==> config.mk <==
export PLATFORM = sky130hd
export DESIGN_NAME = adc_result_dac_code_regs
export DESIGN_NICKNAME = d
export VERILOG_FILES = /design/src/code_regs_pkg.sv /design/src/adc_result_dac_code_regs.sv /design/src/code_channel.sv
export SDC_FILE = /design/constraint.sdc
export NUM_CORES = 1
export LEC_CHECK = 0
export BUFFER_PORTS_ARGS = -buffer_cell sky130_fd_sc_hd__buf_2
export CAP_MARGIN = 20
export CORE_ASPECT_RATIO = 0.5
export CORE_MARGIN = 2
export CORE_UTILIZATION = 36
export CTS_CLUSTER_SIZE = 8
export DETAILED_ROUTE_END_ITERATION = 7
export SLEW_MARGIN = 10
export SYNTH_ARGS = -nofsm -noshare
export SYNTH_HDL_FRONTEND = slang
export SYNTH_SLANG_ARGS = --single-unit
==> constraint.sdc <==
create_clock -name clock -period 2.3 [get_ports clock]
set_input_delay 0.23 -clock clock [delete_from_list [all_inputs] [get_ports clock]]
set_output_delay 0.23 -clock clock [all_outputs]
set_load 0.005 [all_outputs]
==> src/code_regs_pkg.sv <==
`default_nettype none
package code_regs_pkg;
    // register addresses
    localparam logic [7:0] third_input_result_high_addr  = 8'h0a;
    localparam logic [7:0] fourth_input_result_high_addr = 8'h0b;
    localparam logic [7:0] channel_a_code_low_addr       = 8'h10;
    localparam logic [7:0] channel_a_code_high_addr      = 8'h11;
    localparam logic [7:0] channel_b_code_low_addr       = 8'h12;
    localparam logic [7:0] channel_b_code_high_addr      = 8'h13;
    localparam logic [7:0] channel_c_code_low_addr       = 8'h14;
    localparam logic [7:0] channel_c_code_high_addr      = 8'h15;
    localparam logic [7:0] channel_d_code_low_addr       = 8'h16;
    localparam logic [7:0] channel_d_code_high_addr      = 8'h17;
    localparam logic [7:0] config_two_addr               = 8'h19;
    // reset values and fields
    localparam logic [7:0] reg_reset_value  = 8'h00;
    localparam int         soft_reset_bit   = 7;
    localparam int         channel_count    = 4;
    // low-code masks: 12-bit variant keeps d7:d4, 10-bit keeps d7:d6
    localparam logic [7:0] low_mask_wide    = 8'hf0;
    localparam logic [7:0] low_mask_narrow  = 8'hc0;
    localparam int         code_width       = 12;
endpackage
`default_nettype wire
==> src/adc_result_dac_code_regs.sv <==
// Contract
// - address 0x0a reads top eight bits of third input result.
// - address 0x0b reads top eight bits of fourth input result.
// - result bytes read-only, result bit 9 in d7, zero after reset.
// - 0x10 low code: d7:d4 wide variant, d7:d6 narrow variant.
// - 0x11 high code holds top eight bits, joined with low code.
// - 0x12/0x13 hold channel b code, drives output b.
// - 0x14/0x15 hold channel c code, drives output c.
// - 0x16/0x17 hold channel d code, drives output d.
// - code registers read/write, reset to zero giving 0 V outputs.
// - soft reset bit in second config register clears results, codes and outputs.
`timescale 1ns/1ps
`default_nettype none
module adc_result_dac_code_regs (
    input  wire logic        clock,
    input  wire logic        srst,
    input  wire logic        wide_variant,
    input  wire logic        write_en,
    input  wire logic        read_en,
    input  wire logic [7:0]  address,
    input  wire logic [7:0]  write_data,
    input  wire logic [9:0]  third_analog_input,
    input  wire logic        third_analog_input_valid,
    input  wire logic [9:0]  fourth_analog_input,
    input  wire logic        fourth_analog_input_valid,
    output var  logic [7:0]  read_data,
    output var  logic        read_valid,
    output var  logic [11:0] output_voltage_a,
    output var  logic [11:0] output_voltage_b,
    output var  logic [11:0] output_voltage_c,
    output var  logic [11:0] output_voltage_d
);
    logic [7:0]  third_high_q;
    logic [7:0]  fourth_high_q;
    logic        soft_reset_q;
    logic [3:0]  write_low;
    logic [3:0]  write_high;
    logic [7:0]  low_q   [4];
    logic [7:0]  high_q  [4];
    logic [11:0] code_q  [4];
    logic [7:0]  read_mux;

    // channel index from an address in 0x10..0x17
    function automatic logic [1:0] chan_of(input logic [7:0] addr);
        chan_of = addr[2:1];
    endfunction

    // the soft reset is a one-cycle pulse; the bit itself self-clears
    always_ff @(posedge clock) begin
        if (srst) begin
            soft_reset_q <= 1'b0;
        end else begin
            soft_reset_q <= write_en && address == code_regs_pkg::config_two_addr
                            && write_data[code_regs_pkg::soft_reset_bit];
        end
    end

    // result bytes are loaded by the converter, never by the host
    always_ff @(posedge clock) begin
        if (srst || soft_reset_q) begin
            third_high_q <= code_regs_pkg::reg_reset_value;
        end else if (third_analog_input_valid) begin
            third_high_q <= third_analog_input[9:2];
        end
    end

    always_ff @(posedge clock) begin
        if (srst || soft_reset_q) begin
            fourth_high_q <= code_regs_pkg::reg_reset_value;
        end else if (fourth_analog_input_valid) begin
            fourth_high_q <= fourth_analog_input[9:2];
        end
    end

    // write strobes per channel; even address is low byte, odd is high
    always_comb begin
        write_low  = 4'h0;
        write_high = 4'h0;
        if (write_en && address[7:3] == code_regs_pkg::channel_a_code_low_addr[7:3]) begin
            if (address[0]) begin
                write_high[chan_of(address)] = 1'b1;
            end else begin
                write_low[chan_of(address)] = 1'b1;
            end
        end
    end

    for (genvar i = 0; i < code_regs_pkg::channel_count; i++) begin : g_chan
        code_channel u_chan (
            .clock      (clock),
            .srst       (srst),
            .clear      (soft_reset_q),
            .wide       (wide_variant),
            .write_low  (write_low[i]),
            .write_high (write_high[i]),
            .write_data (write_data),
            .low_q      (low_q[i]),
            .high_q     (high_q[i]),
            .code_q     (code_q[i])
        );
    end

    // read decode; result writes are ignored, unmapped reads give zero
    always_comb begin
        read_mux = 8'h00;
        case (address)
            code_regs_pkg::third_input_result_high_addr:  read_mux = third_high_q;
            code_regs_pkg::fourth_input_result_high_addr: read_mux = fourth_high_q;
            code_regs_pkg::channel_a_code_low_addr,
            code_regs_pkg::channel_b_code_low_addr,
            code_regs_pkg::channel_c_code_low_addr,
            code_regs_pkg::channel_d_code_low_addr:  read_mux = low_q[chan_of(address)];
            code_regs_pkg::channel_a_code_high_addr,
            code_regs_pkg::channel_b_code_high_addr,
            code_regs_pkg::channel_c_code_high_addr,
            code_regs_pkg::channel_d_code_high_addr: read_mux = high_q[chan_of(address)];
            default: read_mux = 8'h00;
        endcase
    end

    // registered read answer, one cycle after read_en
    always_ff @(posedge clock) begin
        if (srst) begin
            read_data  <= 8'h00;
            read_valid <= 1'b0;
        end else begin
            read_valid <= read_en;
            if (read_en) begin
                read_data <= read_mux;
            end
        end
    end

    // output codes straight from the channel flops, one more stage keeps outputs registered
    always_ff @(posedge clock) begin
        if (srst) begin
            output_voltage_a <= 12'h000;
            output_voltage_b <= 12'h000;
            output_voltage_c <= 12'h000;
            output_voltage_d <= 12'h000;
        end else begin
            output_voltage_a <= code_q[0];
            output_voltage_b <= code_q[1];
            output_voltage_c <= code_q[2];
            output_voltage_d <= code_q[3];
        end
    end
endmodule // adc_result_dac_code_regs
`default_nettype wire

==> src/code_channel.sv <==
`timescale 1ns/1ps
`default_nettype none
// one dac channel: low and high code bytes plus the assembled code
module code_channel (
    input  wire logic        clock,
    input  wire logic        srst,
    input  wire logic        clear,
    input  wire logic        wide,
    input  wire logic        write_low,
    input  wire logic        write_high,
    input  wire logic [7:0]  write_data,
    output var  logic [7:0]  low_q,
    output var  logic [7:0]  high_q,
    output var  logic [11:0] code_q
);
    logic [7:0] mask;

    // unused low bits never store, so they read back zero
    assign mask = wide ? code_regs_pkg::low_mask_wide : code_regs_pkg::low_mask_narrow;

    // low code byte
    always_ff @(posedge clock) begin
        if (srst || clear) begin
            low_q <= code_regs_pkg::reg_reset_value;
        end else if (write_low) begin
            low_q <= write_data & mask;
        end
    end

    // high code byte
    always_ff @(posedge clock) begin
        if (srst || clear) begin
            high_q <= code_regs_pkg::reg_reset_value;
        end else if (write_high) begin
            high_q <= write_data;
        end
    end

    // output code, left-aligned; narrow variant has zeros in its two lsbs
    always_ff @(posedge clock) begin
        if (srst || clear) begin
            code_q <= 12'h000;
        end else begin
            code_q <= {high_q, low_q[7:4]};
        end
    end
endmodule // code_channel
`default_nettype wire

* Word level (Yosys, flattened, before mapping)
Index checks and enable logic that the tools add are counted.
** Word-level totals
- Flip-flop bits (word level) :: 186
- Input bits :: 43
- Logic and storage cells :: 59
** Operators by class
- Order comparisons :: 3
- Equality and inequality tests :: 12
- Multiplexer cells :: 14
- Bitwise gates (word level) :: 2
- Reductions and logical operators :: 7
** Operators with widths (count)
- $eq 8x5->1 const B :: 9
- $bmux 8 s2 :: 2
- $mux 8 :: 4
- $pmux 8 s4 :: 1
- $eq 8x4->1 const B :: 2
- $mux 4 :: 4
- $and 8x8->8 :: 1
- $reduce_or 4->1 :: 2
- $mux 6 :: 1
- $eq 5x2->1 const B :: 1
- $logic_and 1x1->1 :: 4
- $ge 3x3->1 const B :: 1
- $lt 2x3->1 const B :: 1
- $not 2->3 :: 1
- $demux 1 s2 :: 1
- $ge 2x1->1 const B :: 1
- $logic_or 1x1->1 :: 1
- $mux 1 :: 1

* Longest topological paths before layout
- Depth after elaboration :: 6
- Gate-level depth with buffers :: 6
- Depth with buffers taken out :: 4

* By module
Synthesis repeated with hierarchy kept, for this count alone.
** Second synthesis, totals
- Cell total of the unflattened synthesis :: 550
- Area, all modules :: 6208.5 um2
** Modules (own cells, without submodules)
- code_channel :: times used 4, cells an instance 72, area an instance 793.3 um2, seq. area each 480.5 um2
- adc_result_dac_code_regs :: times used 1, cells an instance 262, area an instance 3035.4 um2, seq. area each 1481.4 um2

* Least setup slack after synthesis
No wires, ideal clock.
- Kind :: input-to-reg
- Start :: input address[2]
- End :: register g_chan[0].u_chan.high_q[7]
- Library setup time :: 0.128 ns
- Arrival time :: 1.507 ns
- Path slack :: 0.666 ns
- Stages on the path :: 6
- Buffers on the path :: 2
- Path through :: buf_4 or3b_4 or4_4 buf_6 mux2i_1 nor2_1
** Between the ends
- Longest elaborated chain between the ends :: 6
- Elaborated cells between the ends (all ways) :: 7
** RTL lines
- start: declaration :: RTL line adc_result_dac_code_regs.sv:20 : input wire logic [7:0] address,
- $lt 2x3->1 (not written as such) / $ge 2x1->1 (equally long branches) :: RTL line adc_result_dac_code_regs.sv:81 : write_high[chan_of(address)] = 1'b1;
- $logic_and 1x1->1 (not written as such) :: RTL line adc_result_dac_code_regs.sv:81
- $mux 1 (not written as such) :: RTL line adc_result_dac_code_regs.sv:81
- $demux 1 s2 (*) :: RTL line adc_result_dac_code_regs.sv:81
- $mux 4 (*) :: RTL line adc_result_dac_code_regs.sv:80 : if (address[0]) begin
- $mux 4 (*) :: RTL line adc_result_dac_code_regs.sv:79 : if (write_en && address[7:3] == code_regs_pkg::channel_a_code_low_addr[7:3]) begin
- end signal: assignment :: RTL line code_channel.sv:33 : high_q <= code_regs_pkg::reg_reset_value;
- end signal: assignment :: RTL line code_channel.sv:35 : high_q <= write_data;
- end: declaration :: RTL line code_channel.sv:13 : output var logic [7:0] high_q,
Mark *: on every way between the ends. The rest lies on a longest branch, timed or not.
A chain may end at the register's enable or synchronous reset.

* Worst setup path in the final report
- Start :: register soft_reset_q
- End :: register g_chan[1].u_chan.low_q[4]
** Between the ends
- Longest elaborated chain between the ends :: 1
** RTL lines
- start: declaration :: RTL line adc_result_dac_code_regs.sv:35 : logic soft_reset_q;
- start signal: assignment :: RTL line adc_result_dac_code_regs.sv:53 : soft_reset_q <= write_en && address == code_regs_pkg::config_two_addr
- $logic_or 1x1->1 :: RTL line code_channel.sv:23 : if (srst || clear) begin
- end signal: assignment :: RTL line code_channel.sv:24 : low_q <= code_regs_pkg::reg_reset_value;
- end signal: assignment :: RTL line code_channel.sv:26 : low_q <= write_data & mask;
- end: declaration :: RTL line code_channel.sv:12 : output var logic [7:0] low_q,
Every way passes these cells.

==> flow_results.org <==
** Timing
- Clock skew :: between 0.005 and 0.006 ns
- Static timing analysis puts the maximum clock frequency at about 630 MHz.
- Transition time at the pin with the least slew margin :: between 0.7 and 0.8 ns
- For the final routed database, the setup TNS stands at 0 ns.
- Fin crit share :: 68.6%
- Setup violations remaining at the end of the flow were counted as 0.
- Min Tclk post-route :: between 1.5 and 2 ns
- The worst pin sits at a relative slew slack of 50.7%.
- Final-layout worst hold slack :: slightly above 0.05 ns
- Final Slew Violations :: 0
- Setup repair after global routing left no endpoint under its margin.
- Hold violation count in the final report :: 0

** Power and ir drop
- Summed over all cells, the static leakage comes to ~3.2 nW.
- In this run, the combinational gates consume 3.5% of the power.
- Cell area power density :: 880 nW/µm²
- Of the total power, the share spent switching nets is 21.6%.
- The internal power of the cells totals approximately 4.9 mW.
- Power after layout :: between 6 and 7 mW
- Clock network power share :: around half
- Summed over all nets, the switching power comes to around 1.4 mW.
- Worst voltage drop across the vdd grid :: roughly 0.56 mV
- Sequential power share :: a little under half

** Worst setup path
- Kind of critical path :: reg -> reg
- Worst-path cell with the longest stage delay :: sky130_fd_sc_hd__or2_2
- Reg2reg end :: g_chan[1].u_chan.low_q[4]
- Element type at the critical path start :: flip-flop
- Data arrival, critical path :: around 1.9 ns
- The critical path goes through or2_2, buf_4, nor2_1.
- For this run, the slowest stage of the critical path takes 0.60 ns.
- Counting cells, the worst reg-to-reg path comes to 3.
- Along the worst path, the maximum fanout reaches 37.
- Setup slack on the worst reg-to-reg path comes out at approximately 0.72 ns.
- Category of the worst setup path capture point :: flip-flop
- Required time reported for the critical path endpoint :: roughly 2.6 ns
- The worst register-to-register path begins at soft_reset_q.

** Logic synthesis
- A synthesized cell averages about 11 µm².
- The most used flip-flop cell after synthesis is sky130_fd_sc_hd__dfxtp_1.
- Count of warnings emitted by yosys :: 0
- Post-synth design cell area :: 5800 µm²
- Post-synthesis mux area share :: 17.1%
- Of the total synthesized cell area, the portion taken by full adders, half adders and majority gates is 0%.
- After Yosys synthesis, and, or, nand and nor cells account for between 10% and 20% of the synthesized area.
- Post-Synthesis Cells :: slightly above 500
- Compound-gate portion of the synthesized area :: under 10%
- Synthesis inferred 170 register bits.
- Syn nets :: between 500 and 600
- Count of flip-flops with a built-in enable after synthesis :: 0
- By area, the combinational part of the netlist is dominated by simple AND/OR/NAND/NOR gates.
- Yosys mapped the design onto 32 distinct sky130hd cell types.
- For this run, the register share of the synthesized area comes to approximately three fifths.
- Xor and xnor fraction of the mapped netlist area :: 0%
- Counting flops with an async set or reset pin after synthesis yields a share of 0%.

** Drt
- Post-route DRC :: 0
- Summing over every cut layer, the via total after detailed routing is approximately 3700.
- Met2 wire length :: 4.96 mm
- Wire segments on met3 add up to approximately 600 µm in the final route.
- The detailed router put a total of around 6.4 mm of wire on met1.
- Vias per std cell :: 4.51
- After detailed routing, no signal wire sits above met5.
- The first routing iteration left 177 violations.
- Once detail routing completed, the nets flagged for antenna violations numbered 0.
- The first TritonRoute pass finished after 4 iterations.
- After detailed routing, the total wire length is between 10 and 15 mm.
- Dividing the detail-routed wire length by the instance count gives 14.8 µm.

** Clock network
- Counting every sink on the clock net gives 170.
- Longest Clk Path Bufs :: 2
- Clock transition at path regs :: approximately 0.06 ns
- For the worst-skew pair, the clock arrives at the later sink with an insertion delay of roughly 0.42 ns.
- Clock tree synthesis selected as its root buffer the cell sky130_fd_sc_hd__clkbuf_16.
- H-Tree Level Count :: 4
- Buffers added to address setup during post-CTS repair amount to 0.
- The number of gates resized after CTS was 0.
- The number of hold buffers added after CTS was 0.
- TritonCTS created 17 clock buffers.
- CTS tree :: yes

** Placement
- Routability-driven placement finished with a final weighted congestion of 0.766.
- In this run the tool buffered the top-level ports with 95 buffer cells.
- Detailed placer's ending HPWL :: ~8.6 mm

** Min path
- For hold timing, the worst endpoint is fourth_high_q[2].
- In this run the worst hold path is classified as in -> reg.
- The worst hold path was traced through 3 stages.
- The worst hold path begins at fourth_analog_input[4].

** Final layout
- The post-route netlist has around 26% of its cells at a drive strength greater than 1.
- Ant diodes :: 0
- The top cell types in the final layout, fill and taps aside, are 170 x sky130_fd_sc_hd__dfxtp_1, 95 x sky130_fd_sc_hd__buf_2, 72 x sky130_fd_sc_hd__mux2i_1.
- Number of nets in the final layout :: 642
- Leaving out fill and tap cells, the most frequent cell in the layout is sky130_fd_sc_hd__dfxtp_1.
- Fillcell total :: 1456
- Syn-to-layout area delta :: 22.3%

** Run
- Max-cap viol count :: 0

** Floorplanning
- Die area :: 17200 µm²
- Die height :: 93.8 µm
- In this run the horizontal extent of the chip is between 150 and 200 µm.
- Area of the core region :: about 16000 µm²
- During I/O placement, the number of pins put on the boundary was 100.
- Once the floorplan was initialized, standard cells occupied between 30% and 40% of the core.
- Row Count :: 32

** Global routing
- Total global-route track usage :: around 15%
- Entering global routing, the biggest net connects 38 pins.
- Initial antenna violation count :: 1
- The first global-routing pass estimated ~20 mm of wire.
- The total overflow left after global routing is 0.
- Via count of the first global-routing pass :: approximately 3600

** Status
- Result of the run :: finished, final reports clean
-- through the flow --
stage / setup slack (ns) / cell area (µm²) / utilization (%) / instances
global placement: 0.462 / 6470 / 41.5 / 784
floorplan: 0.666 / 5800 / - / 508
finish: 0.722 / 7100 / 45.6 / 815
global route: 0.580 / 7100 / 45.6 / 815
CTS: 0.727 / 7100 / 45.6 / 815
detailed placement: 0.383 / 6470 / 41.5 / 784
-- area by class of cell --
class / count / area (µm²) / area share [%]
Tap cell: 204 / 255 / 3.60
Inverter: 1 / 3.75 / 0.0529
Sequential cell: 170 / 3400 / 47.9
Clock buffer: 17 / 425 / 5.99
Clock inverter: 14 / 205 / 2.89
Multi-Input combinational cell: 303 / 2250 / 31.7
Timing Repair Buffer: 106 / 558 / 7.86
-- critical path: cells and delay by family, from the launching register on --
kind / cells / cell delay (ns)
and+or+nand+nor: 2 / 0.69
DFF: 1 / 0.33
buffers and inverters: 1 / 0.43
-- Yosys cell counts (2+ instances only) --
library cell / instances / share of area, %
sky130_fd_sc_hd__dfxtp_1: 170 / 59
sky130_fd_sc_hd__mux2i_1: 72 / 12
sky130_fd_sc_hd__nor2_1: 70 / 4.5
sky130_fd_sc_hd__and2_1: 50 / 5.4
sky130_fd_sc_hd__nor2b_1: 50 / 5.4
sky130_fd_sc_hd__clkbuf_1: 21 / 1.4
sky130_fd_sc_hd__mux4_2: 11 / 4.3
sky130_fd_sc_hd__nand2_1: 9 / 0.58
sky130_fd_sc_hd__a2bb2oi_1: 8 / 1.2
sky130_fd_sc_hd__buf_1: 6 / 0.39
sky130_fd_sc_hd__o21ai_0: 5 / 0.43
sky130_fd_sc_hd__a311oi_1: 4 / 0.60
sky130_fd_sc_hd__buf_2: 4 / 0.34
sky130_fd_sc_hd__nand4_1: 4 / 0.43
sky130_fd_sc_hd__and4_1: 3 / 0.45
sky130_fd_sc_hd__and3b_1: 2 / 0.30
sky130_fd_sc_hd__buf_6: 2 / 0.39
sky130_fd_sc_hd__nand2b_1: 2 / 0.22
sky130_fd_sc_hd__nor3_2: 2 / 0.34
-- kinds of logic after synthesis --
kind of cell,Yosys count
buffers and inverters,35
DFF,170
and+or+nand+nor,201
AOI/OAI and AO/OA,18
muxes,84
-- layer usage --
layer  vias up  track usage, %
li1       1876               -
met1      1732            21.6
met2        57            21.1
met3        12            4.69
met4         2            5.73
met5         -               0
-- flip-flops by register name (all words and copies together), names as in the netlist --
signal                cells
output_voltage_c         12
g_chan.u_chan.high_q     32
g_chan.u_chan.code_q     48
fourth_high_q             8
read_data                 8
third_high_q              8
g_chan.u_chan.low_q      16
read_valid                1
output_voltage_d         12
output_voltage_b         12
output_voltage_a         12
soft_reset_q              1
-- power groups by stage --
stage / Clock (mW) / Sequential [mW] / Combinational (mW)
2_1_floorplan: 0 / 3.04 / 0.138
3_3_place_gp: 0 / 3.04 / 0.216
3_5_place_dp: 0 / 3.04 / 0.219
4_1_cts: 3.11 / 2.97 / 0.221
5_1_grt: 3.24 / 2.98 / 0.240
6_report: 3.05 / 2.98 / 0.219
-- how the worst max path moves through the flow --
stage	start	endpoint	slack, ns	depth (start not counted)
after floorplan	address[2]	g_chan[0].u_chan.high_q[7]	0.67	6
after global routing	soft_reset_q	g_chan[0].u_chan.high_q[7]	0.58	3
after global placement	address[5]	g_chan[2].u_chan.high_q[0]	0.46	6
after detailed placement	address[4]	g_chan[2].u_chan.high_q[1]	0.38	5
final	soft_reset_q	g_chan[1].u_chan.low_q[4]	0.72	3
after CTS	soft_reset_q	g_chan[1].u_chan.low_q[4]	0.73	3
No activity file was read; power rests on OpenSTA's default activity.
